$ cat config.mk
export PLATFORM = sky130hd
export DESIGN_NAME = uart_frame_check_addr_match
export DESIGN_NICKNAME = d
export VERILOG_FILES = /design/src/verilog/uart_pkg.sv /design/src/verilog/uart_frame_check_addr_match.sv /design/src/verilog/uart_rx_core.sv /design/src/verilog/uart_tx_core.sv
export SDC_FILE = /design/constraint.sdc
export NUM_CORES = 1
export LEC_CHECK = 0
export BUFFER_PORTS_ARGS = -buffer_cell sky130_fd_sc_hd__buf_4
export CELL_PAD_IN_SITES_DETAIL_PLACEMENT = 1
export CELL_PAD_IN_SITES_GLOBAL_PLACEMENT = 2
export CORE_MARGIN = 2
export CORE_UTILIZATION = 39
export DETAILED_ROUTE_END_ITERATION = 10
export GPL_TIMING_DRIVEN = 1
export PLACE_DENSITY_LB_ADDON = 0.3
export SLEW_MARGIN = 20
export SYNTH_ARGS = -nofsm -noshare
export SYNTH_HDL_FRONTEND = slang
export SYNTH_SLANG_ARGS = --single-unit
$ cat constraint.sdc
create_clock -name clk -period 6.1 [get_ports clk]
set_clock_uncertainty 0.15 [all_clocks]
set_input_delay 0.61 -clock clk [delete_from_list [all_inputs] [get_ports clk]]
set_output_delay 0.61 -clock clk [all_outputs]
set_load 0.02 [all_outputs]
$ cat src/verilog/uart_pkg.sv
// Constants, types and register map of the receive-enhanced serial port.
// Assumes a single 25 MHz clock and an AXI4-Lite master for software access.
`default_nettype none
package uart_pkg;
  localparam int          CLK_HZ       = 25000000;
  localparam int          BAUD_DEFAULT = 9600;
  localparam logic [15:0] BIT_CYC_RST  = 16'(CLK_HZ / BAUD_DEFAULT);
  localparam int          AW           = 12;
  // Register indices; byte address is four times the index.
  localparam logic [9:0]  IDX_PWR_CTRL = 10'h087;
  localparam logic [9:0]  IDX_SER_CTRL = 10'h098;
  localparam logic [9:0]  IDX_SER_DATA = 10'h099;
  localparam logic [9:0]  IDX_SLV_ADDR = 10'h0a9;
  localparam logic [9:0]  IDX_SMASK    = 10'h0b9;
  localparam logic [9:0]  IDX_BAUD     = 10'h0c0;
  localparam logic [9:0]  IDX_IRQ_STS  = 10'h0c1;
  localparam logic [9:0]  IDX_IRQ_EN   = 10'h0c2;
  localparam logic [9:0]  IDX_IRQ_CLR  = 10'h0c3;
  // Serial control fields, and the FES field of power control.
  localparam int SC_BIT7 = 7;
  localparam int SC_SM1  = 6;
  localparam int SC_MPE  = 5;
  localparam int SC_REN  = 4;
  localparam int SC_TB8  = 3;
  localparam int SC_RX9  = 2;
  localparam int SC_TI   = 1;
  localparam int SC_RXOK = 0;
  localparam int PC_FES  = 6;
  // Interrupt status fields.
  localparam int IRQ_RX  = 0;
  localparam int IRQ_TX  = 1;
  localparam int IRQ_ERR = 2;
  // Reset values and bus response codes.
  localparam logic [7:0] SC_RST    = 8'h00;
  localparam logic [7:0] PC_RST    = 8'h00;
  localparam logic [7:0] SLVA_RST  = 8'h00;
  localparam logic [7:0] SMASK_RST = 8'h00;
  localparam logic [1:0] RESP_OK   = 2'h0;
  localparam logic [1:0] RESP_ERR  = 2'h2;

  typedef enum logic [1:0] {MODE0 = 2'h0, MODE1 = 2'h1, MODE2 = 2'h2, MODE3 = 2'h3} mode_t;
  typedef enum logic [1:0] {LN_IDLE = 2'h0, LN_START = 2'h1, LN_DATA = 2'h3, LN_STOP = 2'h2}
    line_st_t;
  typedef struct packed {
    logic [7:0] data;
    logic       bit9;
    logic       stop_ok;
  } rx_frame_t;
endpackage
`default_nettype wire

$ cat src/verilog/uart_frame_check_addr_match.sv
// Serial port with framing-error detection and automatic address recognition.
// Assumes an AXI4-Lite master on clk and a line input synchronous to clk.
`timescale 1ns/1ps
`default_nettype none
module uart_frame_check_addr_match
  import uart_pkg::*;
(
  input  wire logic          clk,
  input  wire logic          rst_b,
  input  wire logic [AW-1:0] s_axi_awaddr,
  input  wire logic          s_axi_awvalid,
  output var  logic          s_axi_awready,
  input  wire logic [31:0]   s_axi_wdata,
  input  wire logic [3:0]    s_axi_wstrb,
  input  wire logic          s_axi_wvalid,
  output var  logic          s_axi_wready,
  output var  logic [1:0]    s_axi_bresp,
  output var  logic          s_axi_bvalid,
  input  wire logic          s_axi_bready,
  input  wire logic [AW-1:0] s_axi_araddr,
  input  wire logic          s_axi_arvalid,
  output var  logic          s_axi_arready,
  output var  logic [31:0]   s_axi_rdata,
  output var  logic [1:0]    s_axi_rresp,
  output var  logic          s_axi_rvalid,
  input  wire logic          s_axi_rready,
  input  wire logic          serial_in,
  output var  logic          serial_out,
  output var  logic          irq
);
  // ----------------------------------------------------------------
  // State and helpers
  // ----------------------------------------------------------------
  typedef struct packed {
    logic          aw_rdy;
    logic          w_rdy;
    logic          ar_rdy;
    logic          aw_have;
    logic          w_have;
    logic [AW-1:0] awaddr;
    logic [31:0]   wdata;
    logic [3:0]    wstrb;
    logic          bvalid;
    logic [1:0]    bresp;
    logic          rvalid;
    logic [31:0]   rdata;
    logic [1:0]    rresp;
    logic [7:0]    serial_control;
    logic          framing_error_flag;
    logic [7:0]    power_control;
    logic [7:0]    slave_address;
    logic [7:0]    slave_address_mask;
    logic [7:0]    rx_buf;
    logic [15:0]   rx_div;
    logic [15:0]   tx_div;
    logic [2:0]    irq_sts;
    logic [2:0]    irq_en;
    logic          irq;
    logic          tx_go;
    logic [7:0]    tx_byte;
  } top_st_t;
  top_st_t s_reg;
  top_st_t s_next;

  rx_frame_t rx_frame;
  logic      rx_last_p;
  logic      rx_stop_p;
  logic      tx_busy;
  logic      tx_done_p;
  logic      txd_core;

  // Compares a against b only where m holds ones.
  function automatic logic masked_eq(input logic [7:0] a, input logic [7:0] b,
                                     input logic [7:0] m);
    masked_eq = ((a ^ b) & m) == 8'h00;
  endfunction

  // Tells whether a byte address selects the register with index idx.
  function automatic logic is_reg(input logic [AW-1:0] a, input logic [9:0] idx);
    is_reg = a[AW-1:2] == idx;
  endfunction

  // ----------------------------------------------------------------
  // Receive decision
  // ----------------------------------------------------------------
  mode_t      mode;
  logic       fes_on;
  logic       mpe_on;
  logic       ninth;
  logic [7:0] bcast;
  logic       addr_hit;
  logic       frame_end;
  logic       accept;
  logic       ferr_event;

  assign mode   = mode_t'({s_reg.serial_control[SC_BIT7], s_reg.serial_control[SC_SM1]});
  assign fes_on = s_reg.power_control[PC_FES] && (mode != MODE0);
  assign mpe_on = s_reg.serial_control[SC_MPE] && (mode != MODE0);
  assign ninth  = (mode == MODE1) ? rx_frame.stop_ok : rx_frame.bit9;
  assign bcast  = s_reg.slave_address | s_reg.slave_address_mask;
  assign addr_hit = masked_eq(rx_frame.data, s_reg.slave_address, s_reg.slave_address_mask)
                 || masked_eq(rx_frame.data, bcast, bcast);
  // Mode 1 filtering must wait for the stop bit since it stands in for the ninth bit.
  assign frame_end = (fes_on || (mpe_on && mode == MODE1)) ? rx_stop_p : rx_last_p;
  assign accept   = frame_end && (!mpe_on || (ninth && addr_hit));
  assign ferr_event = fes_on && rx_stop_p && !rx_frame.stop_ok;

  uart_rx_core u_rx (
    .clk    (clk),
    .rst_b  (rst_b),
    .en     (s_reg.serial_control[SC_REN] && (mode != MODE0)),
    .nine   (mode[1]),
    .div    (s_reg.rx_div),
    .rxd    (serial_in),
    .frame  (rx_frame),
    .last_p (rx_last_p),
    .stop_p (rx_stop_p)
  );

  // The transmitter has its own divisor so both directions may differ in rate.
  uart_tx_core u_tx (
    .clk    (clk),
    .rst_b  (rst_b),
    .start  (s_reg.tx_go),
    .nine   (mode[1]),
    .bit9   (s_reg.serial_control[SC_TB8]),
    .data   (s_reg.tx_byte),
    .div    (s_reg.tx_div),
    .txd    (txd_core),
    .busy   (tx_busy),
    .done_p (tx_done_p)
  );

  // ----------------------------------------------------------------
  // Register bus and flags
  // ----------------------------------------------------------------
  logic [31:0]   rd_val;
  logic          rd_ok;
  logic [AW-1:0] wa;
  logic          wr_do;
  logic          wr_ok;
  logic [7:0]    wb;
  logic [2:0]    ev;

  always_comb
  begin
    rd_ok  = 1'b1;
    rd_val = 32'h0000_0000;
    if (is_reg(s_axi_araddr, IDX_SER_CTRL))
      rd_val[7:0] = s_reg.power_control[PC_FES]
                  ? {s_reg.framing_error_flag, s_reg.serial_control[6:0]}
                  : s_reg.serial_control;
    else if (is_reg(s_axi_araddr, IDX_PWR_CTRL))
      rd_val[7:0] = s_reg.power_control;
    else if (is_reg(s_axi_araddr, IDX_SER_DATA))
      rd_val[7:0] = s_reg.rx_buf;
    else if (is_reg(s_axi_araddr, IDX_SLV_ADDR))
      rd_val[7:0] = s_reg.slave_address;
    else if (is_reg(s_axi_araddr, IDX_SMASK))
      rd_val[7:0] = s_reg.slave_address_mask;
    else if (is_reg(s_axi_araddr, IDX_BAUD))
      rd_val = {s_reg.tx_div, s_reg.rx_div};
    else if (is_reg(s_axi_araddr, IDX_IRQ_STS))
      rd_val[2:0] = s_reg.irq_sts;
    else if (is_reg(s_axi_araddr, IDX_IRQ_EN))
      rd_val[2:0] = s_reg.irq_en;
    else if (!is_reg(s_axi_araddr, IDX_IRQ_CLR))
      rd_ok = 1'b0;
  end

  assign wa    = s_reg.awaddr;
  assign wr_do = s_reg.aw_have && s_reg.w_have && !s_reg.bvalid;
  assign wb    = s_reg.wstrb[0] ? s_reg.wdata[7:0] : 8'h00;
  assign ev    = {ferr_event, tx_done_p, accept};

  always_comb
  begin
    s_next       = s_reg;
    s_next.tx_go = 1'b0;
    wr_ok        = 1'b0;
    if (s_axi_awvalid && s_reg.aw_rdy)
    begin
      s_next.aw_have = 1'b1;
      s_next.awaddr  = s_axi_awaddr;
    end
    if (s_axi_wvalid && s_reg.w_rdy)
    begin
      s_next.w_have = 1'b1;
      s_next.wdata  = s_axi_wdata;
      s_next.wstrb  = s_axi_wstrb;
    end
    if (s_reg.bvalid && s_axi_bready)
      s_next.bvalid = 1'b0;
    if (wr_do)
    begin
      s_next.aw_have = 1'b0;
      s_next.w_have  = 1'b0;
      s_next.bvalid  = 1'b1;
      wr_ok          = 1'b1;
      if (s_reg.wstrb[0] && is_reg(wa, IDX_SER_CTRL))
      begin
        s_next.serial_control = wb;
        if (s_reg.power_control[PC_FES])
        begin
          s_next.serial_control[SC_BIT7] = s_reg.serial_control[SC_BIT7];
          s_next.framing_error_flag      = wb[SC_BIT7];
        end
      end
      else if (s_reg.wstrb[0] && is_reg(wa, IDX_PWR_CTRL))
        s_next.power_control = wb;
      else if (s_reg.wstrb[0] && is_reg(wa, IDX_SER_DATA))
      begin
        // A write while the transmitter is busy is dropped rather than corrupting a frame.
        s_next.tx_go   = !tx_busy;
        s_next.tx_byte = wb;
      end
      else if (s_reg.wstrb[0] && is_reg(wa, IDX_SLV_ADDR))
        s_next.slave_address = wb;
      else if (s_reg.wstrb[0] && is_reg(wa, IDX_SMASK))
        s_next.slave_address_mask = wb;
      else if (is_reg(wa, IDX_BAUD))
        for (int i = 0; i < 4; i++)
        begin
          if (s_reg.wstrb[i])
          begin
            if (i < 2)
              s_next.rx_div[i*8 +: 8] = s_reg.wdata[i*8 +: 8];
            else
              s_next.tx_div[(i-2)*8 +: 8] = s_reg.wdata[i*8 +: 8];
          end
        end
      else if (s_reg.wstrb[0] && is_reg(wa, IDX_IRQ_EN))
        s_next.irq_en = wb[2:0];
      else if (s_reg.wstrb[0] && is_reg(wa, IDX_IRQ_CLR))
        s_next.irq_sts = s_reg.irq_sts & ~wb[2:0];
      else if (!is_reg(wa, IDX_IRQ_STS) && !is_reg(wa, IDX_SER_CTRL)
               && !is_reg(wa, IDX_PWR_CTRL) && !is_reg(wa, IDX_SER_DATA)
               && !is_reg(wa, IDX_SLV_ADDR) && !is_reg(wa, IDX_SMASK)
               && !is_reg(wa, IDX_IRQ_EN) && !is_reg(wa, IDX_IRQ_CLR))
        wr_ok = 1'b0;
      s_next.bresp = wr_ok ? RESP_OK : RESP_ERR;
    end
    // Hardware events are applied after software writes so a set wins over a clear.
    if (accept)
    begin
      s_next.rx_buf                     = rx_frame.data;
      s_next.serial_control[SC_RXOK]    = 1'b1;
      s_next.serial_control[SC_RX9]     = ninth;
    end
    if (tx_done_p)
      s_next.serial_control[SC_TI] = 1'b1;
    if (ferr_event)
      s_next.framing_error_flag = 1'b1;
    s_next.irq_sts = s_next.irq_sts | ev;
    s_next.irq     = |(s_next.irq_sts & s_next.irq_en);
    if (s_reg.rvalid && s_axi_rready)
      s_next.rvalid = 1'b0;
    if (s_axi_arvalid && s_reg.ar_rdy)
    begin
      s_next.rvalid = 1'b1;
      s_next.rdata  = rd_val;
      s_next.rresp  = rd_ok ? RESP_OK : RESP_ERR;
    end
    s_next.aw_rdy = !s_next.aw_have && !s_next.bvalid;
    s_next.w_rdy  = !s_next.w_have && !s_next.bvalid;
    s_next.ar_rdy = !s_next.rvalid;
  end

  always_ff @(posedge clk)
    if (!rst_b)
      s_reg <= '{serial_control: SC_RST, power_control: PC_RST,
                 slave_address: SLVA_RST, slave_address_mask: SMASK_RST,
                 rx_div: BIT_CYC_RST, tx_div: BIT_CYC_RST, default: '0};
    else
      s_reg <= s_next;

  // The line output is re-timed here so it comes straight from a flip-flop.
  always_ff @(posedge clk)
    if (!rst_b)
      serial_out <= 1'b1;
    else
      serial_out <= txd_core;

  assign s_axi_awready = s_reg.aw_rdy;
  assign s_axi_wready  = s_reg.w_rdy;
  assign s_axi_bvalid  = s_reg.bvalid;
  assign s_axi_bresp   = s_reg.bresp;
  assign s_axi_arready = s_reg.ar_rdy;
  assign s_axi_rvalid  = s_reg.rvalid;
  assign s_axi_rdata   = s_reg.rdata;
  assign s_axi_rresp   = s_reg.rresp;
  assign irq           = s_reg.irq;
endmodule
`default_nettype wire

$ cat src/verilog/uart_rx_core.sv
// Asynchronous frame receiver: start check, 8 or 9 data bits, stop sample.
// Assumes the line input is already synchronous to clk.
`timescale 1ns/1ps
`default_nettype none
module uart_rx_core
  import uart_pkg::*;
(
  input  wire logic        clk,
  input  wire logic        rst_b,
  input  wire logic        en,
  input  wire logic        nine,
  input  wire logic [15:0] div,
  input  wire logic        rxd,
  output var  rx_frame_t   frame,
  output var  logic        last_p,
  output var  logic        stop_p
);
  typedef struct packed {
    line_st_t    st;
    logic [15:0] cnt;
    logic [3:0]  bitn;
    logic [8:0]  sh;
    rx_frame_t   fr;
    logic        last_p;
    logic        stop_p;
  } rx_st_t;
  rx_st_t s_reg;
  rx_st_t s_next;

  always_comb
  begin
    s_next        = s_reg;
    s_next.last_p = 1'b0;
    s_next.stop_p = 1'b0;
    if (s_reg.cnt != 16'h0000)
      s_next.cnt = s_reg.cnt - 16'h0001;
    case (s_reg.st)
      LN_IDLE:
        if (en && !rxd)
        begin
          s_next.st  = LN_START;
          s_next.cnt = {1'b0, div[15:1]};
        end
      LN_START:
        if (s_reg.cnt == 16'h0000)
        begin
          s_next.st   = rxd ? LN_IDLE : LN_DATA;
          s_next.cnt  = div - 16'h0001;
          s_next.bitn = 4'h0;
        end
      LN_DATA:
        if (s_reg.cnt == 16'h0000)
        begin
          s_next.sh   = {rxd, s_reg.sh[8:1]};
          s_next.cnt  = div - 16'h0001;
          s_next.bitn = s_reg.bitn + 4'h1;
          if (s_reg.bitn == (nine ? 4'h8 : 4'h7))
          begin
            s_next.st      = LN_STOP;
            s_next.last_p  = 1'b1;
            s_next.fr.data = nine ? s_next.sh[7:0] : s_next.sh[8:1];
            s_next.fr.bit9 = nine & rxd;
          end
        end
      LN_STOP:
        if (s_reg.cnt == 16'h0000)
        begin
          s_next.st         = LN_IDLE;
          s_next.fr.stop_ok = rxd;
          s_next.stop_p     = 1'b1;
        end
      default:
        s_next.st = LN_IDLE;
    endcase
  end

  always_ff @(posedge clk)
    if (!rst_b)
      s_reg <= '0;
    else
      s_reg <= s_next;

  assign frame  = s_reg.fr;
  assign last_p = s_reg.last_p;
  assign stop_p = s_reg.stop_p;
endmodule
`default_nettype wire

$ cat src/verilog/uart_tx_core.sv
// Asynchronous frame transmitter with its own bit time.
// Assumes start is a one-cycle pulse given only while busy is low.
`timescale 1ns/1ps
`default_nettype none
module uart_tx_core
  import uart_pkg::*;
(
  input  wire logic        clk,
  input  wire logic        rst_b,
  input  wire logic        start,
  input  wire logic        nine,
  input  wire logic        bit9,
  input  wire logic [7:0]  data,
  input  wire logic [15:0] div,
  output var  logic        txd,
  output var  logic        busy,
  output var  logic        done_p
);
  typedef struct packed {
    line_st_t    st;
    logic [15:0] cnt;
    logic [3:0]  bitn;
    logic [10:0] sh;
    logic        txd;
    logic        done_p;
  } tx_st_t;
  tx_st_t s_reg;
  tx_st_t s_next;

  always_comb
  begin
    s_next        = s_reg;
    s_next.done_p = 1'b0;
    if (s_reg.cnt != 16'h0000)
      s_next.cnt = s_reg.cnt - 16'h0001;
    case (s_reg.st)
      LN_IDLE:
      begin
        s_next.txd = 1'b1;
        if (start)
        begin
          s_next.st   = LN_DATA;
          s_next.sh   = {1'b1, nine ? bit9 : 1'b1, data, 1'b0};
          s_next.bitn = nine ? 4'ha : 4'h9;
          s_next.cnt  = 16'h0000;
        end
      end
      LN_DATA, LN_STOP:
        if (s_reg.cnt == 16'h0000)
        begin
          s_next.txd  = s_reg.sh[0];
          s_next.sh   = {1'b1, s_reg.sh[10:1]};
          s_next.cnt  = div - 16'h0001;
          s_next.bitn = s_reg.bitn - 4'h1;
          if (s_reg.st == LN_STOP)
            s_next.st = LN_IDLE;
          else if (s_reg.bitn == 4'h0)
          begin
            s_next.st     = LN_STOP;
            s_next.done_p = 1'b1;
          end
        end
      default:
        s_next.st = LN_IDLE;
    endcase
  end

  always_ff @(posedge clk)
    if (!rst_b)
      s_reg <= '{st: LN_IDLE, txd: 1'b1, default: '0};
    else
      s_reg <= s_next;

  assign txd    = s_reg.txd;
  assign busy   = s_reg.st != LN_IDLE;
  assign done_p = s_reg.done_p;
endmodule
`default_nettype wire

==> flow_summary_export.csv <==
group,metric,value,unit
routing,drc,0,
cells_and_area,syn_to_final_growth,13.2,%
worst_setup_path,worstPathRequired,6.34,ns
floorplanning,die_h,181,um
yosys,yosysUniqueCellTypes,83,
cells_and_area,instances_no_fill,1863,
worst_setup_path,worst-path-buf-inv,0,
timing,relSlewSlack,23.4,%
yosys,netlist.area_leader.share,41.7,%
routing,ant_nets,0,
floorplanning,design.core.area,30700,um^2
grt,use_met2,35.3,%
routing,totalWireLength,36600,um
cells_and_area,drive_gt1_share,13.4,%
cts,htreeDepth,1,
timing,rsz0062_at_grt,"false",
yosys,synthSimpleGateAreaFrac,22.1,%
cts,clk_path_buf_depth,3,
worst_setup_path,rr_startpoint,"mode[1]$_SDFFE_PN0P_",
run,drv_cap,0,
timing,fin_crit,3.34,ns
timing,tns,0,ns
cells_and_area,fin_util,45.0,%
cells_and_area,fillCellCount,3618,
worst_setup_path,cp-start-kind,"register",
worst_setup_path,critPathTopFamily,"compound AO/OA/AOI/OAI gates",
pwr,ir_worst_vdd,0.291,mV
grt,grt_use_met3,2.52,%
cts,cts_resized,0,
min_path,hold_depth,3,
yosys,syn_area,12200,um^2
grt,grt_pass1_vias,10400,
worst_setup_path,reg2reg_to,"s_reg[51]$_SDFFE_PN0P_",
yosys,synth-seq-area-share,41.7,%
yosys,synthCells,1424,
cts,tritoncts,"done",
grt,grt_pass1_wl,58500,um
min_path,min_to,"wa[10]$_SDFFE_PN0P_",
yosys,synth_fa_ha_area_share,0.822,%
cts,clk-insertion-delay-late,0.56,ns
worst_setup_path,cpMaxStageDelayCell,"dfxtp_1",
floorplanning,die_x,181,um
floorplanning,die-area,32700,um^2
timing,worst_slew_pin_slew,1.14,ns
yosys,ys_warn_count,0,
worst_setup_path,crit_type,"register to register",
grt,grt_use_total,22.0,%
grt,busiest_layer,"met2",
timing,setup_slack,2.76,ns
yosys,synthXorXnorAreaFrac,3.74,%
min_path,min_from,"s_axi_awaddr[10]",
yosys,synth.area.top_cells,"dfxtp_1 42%, mux2i_1 7.6%, nand2_1 6.1%",
worst_setup_path,r2r_cells,5,
yosys,postSynthAreaPerCell,8.56,um^2
cts,cts_setup_buffers,0,
yosys,synth_edf_count,0,
yosys,synthDominantAreaCellType,"dfxtp_1",
worst_setup_path,cp-end-kind,"register",
cts,clkTransAtPathRegs,0.06,ns
timing,timing.final.crit_share,54.7,%
floorplanning,num_rows,64,
worst_setup_path,arrival,3.57,ns
placed_design,dp_cells,1813,
worst_setup_path,crit_chain,"o21ai_0 -> and3b_1 -> a311oi_1 -> o21ai_1 -> mux2i_1",
outcome,status,"finished, final reports clean",
yosys,synth_top_family_by_area,"simple AND/OR/NAND/NOR gates",
yosys,yosysMostFrequentCell,"dfxtp_1",
cells_and_area,antenna_cells,0,
worst_setup_path,crit_path_max_incr_delay,0.94,ns
floorplanning,ios,111,
pwr,p_leak,5.17,nW
routing,drt_iter0_drc,704,
grt,grt_util_met1,31.6,%
placed_design,io_buffer_count,104,
placed_design,dp_slack,2.85,ns
cts,cts_root_buf,"clkbuf_16",
timing,fmax,300,MHz
yosys,synth_mux_area_share,8.48,%
min_path,min_path_type,"input port to register",
timing,final_max_slew_viol_count,0,
yosys,synth-compound-area-share,17.2,%
routing,wl_per_cell,19.7,um
worst_setup_path,rrSetupSlack,2.76,ns
worst_setup_path,cp_max_fo,20,
cts,clock-sinks,254,
cells_and_area,largest_register_ffs,124,
routing,num_vias,10500,
cells_and_area,nets,1523,
cts,cts_hold_buf,0,
placed_design,place_congestion,0.807,
timing,finalSetupViolCount,0,
grt,grt_max_degree,65,
yosys,netlist_top_cells_count,"254 x dfxtp_1, 199 x nand2_1, 140 x nor2_1",
cts,cts_buffers,28,
routing,viasPerCell,5.66,
pwr,p_per_area,328,nW/um^2
floorplanning,start_util,39.7,%
yosys,synth_flop_cell,"dfxtp_1",
grt,grt-ovfl-total,0,
timing,final-hold-violation-count,0,
yosys,ys_ff_latch,254,
grt,antenna_found_initial,0,
yosys,async_flop_share,0,%
placed_design,hpwlAfterDp,25500,um
routing,first_pass_iters,5,
-- metal layers --
metal / routed length [um] / part of all wire, %
met5: 0 / 0
met4: 692 / 1.9
met3: 1400 / 3.8
met2: 16700 / 46
met1: 17900 / 49
-- where the power goes --
part	leakage, nW	total, W	switching, W	internal (W)
sequential	2.06	0.00188	0.000114	0.00177
clock	0.435	0.00166	0.000707	0.000953
combinational	2.68	0.000990	0.000627	0.000363
-- stage by stage --
stage | area [um^2] | hold WS, ns | power, W
5_1_grt | 13800 | 0.131 | 0.00478
2_1_floorplan | 12200 | 0.262 | 0.00264
4_1_cts | 13800 | 0.131 | 0.00456
3_3_place_gp | 12900 | 0.280 | 0.00286
6_report | 13800 | 0.149 | 0.00453
3_5_place_dp | 12900 | 0.290 | 0.00289
-- worst min-delay path: stages --
cell	delay [ns]
buf_4	0.11
nand2_1	0.05
a21oi_1	0.05
-- worst max-delay path by stage --
stage	from	end	depth (start not counted)	slack [ns]
after detailed placement	u_rx.s_reg[29]$_SDFF_PN0_	u_rx.frame[9]$_SDFFE_PN0P_	5	2.85
final	mode[1]$_SDFFE_PN0P_	s_reg[51]$_SDFFE_PN0P_	5	2.76
after global routing	mode[1]$_SDFFE_PN0P_	s_reg[51]$_SDFFE_PN0P_	5	2.56
after CTS	mode[1]$_SDFFE_PN0P_	s_reg[52]$_SDFFE_PN0P_	5	2.83
after global placement	u_rx.s_reg[29]$_SDFF_PN0_	u_rx.frame[9]$_SDFFE_PN0P_	5	2.93
after floorplan	s_axi_araddr[11]	s_axi_rdata[14]$_SDFFE_PN0P_	6	3.66
-- layout by cell type, fill, tap and decap left out, drive strengths merged, types with 24 or more instances in the layout --
cell,instances
o22ai,24
clkbuf,38
o21ai,43
dfxtp,254
nand2,200
nor3,25
buf,114
nand3,26
a22oi,38
nor2,143
mux2i,92
xor2,38
a21oi,96
-- cells by family (layout without fill, tap and decap cells) --
logic type	after synthesis	in the layout
AO/OA/AOI/OAI	317	317
XOR/XNOR	52	52
adder cells (fa/ha/maj)	8	8
buffers and inverters	142	184
flip-flops	254	254
multiplexers	102	102
other	1	2
AND/OR/NAND/NOR	548	548
-- area by class of cell --
cell class                      count  area, um^2  share of cell area, %
Inverter                           20        80.1                  0.580
Timing Repair Buffer              114         856                   6.20
Sequential cell                   254        5080                   36.9
Tap cell                          396         495                   3.59
Multi-Input combinational cell   1029        6400                   46.4
Clock buffer                       38         758                   5.50
Clock inverter                     12         124                  0.898
(Power assumes the default switching activity.)
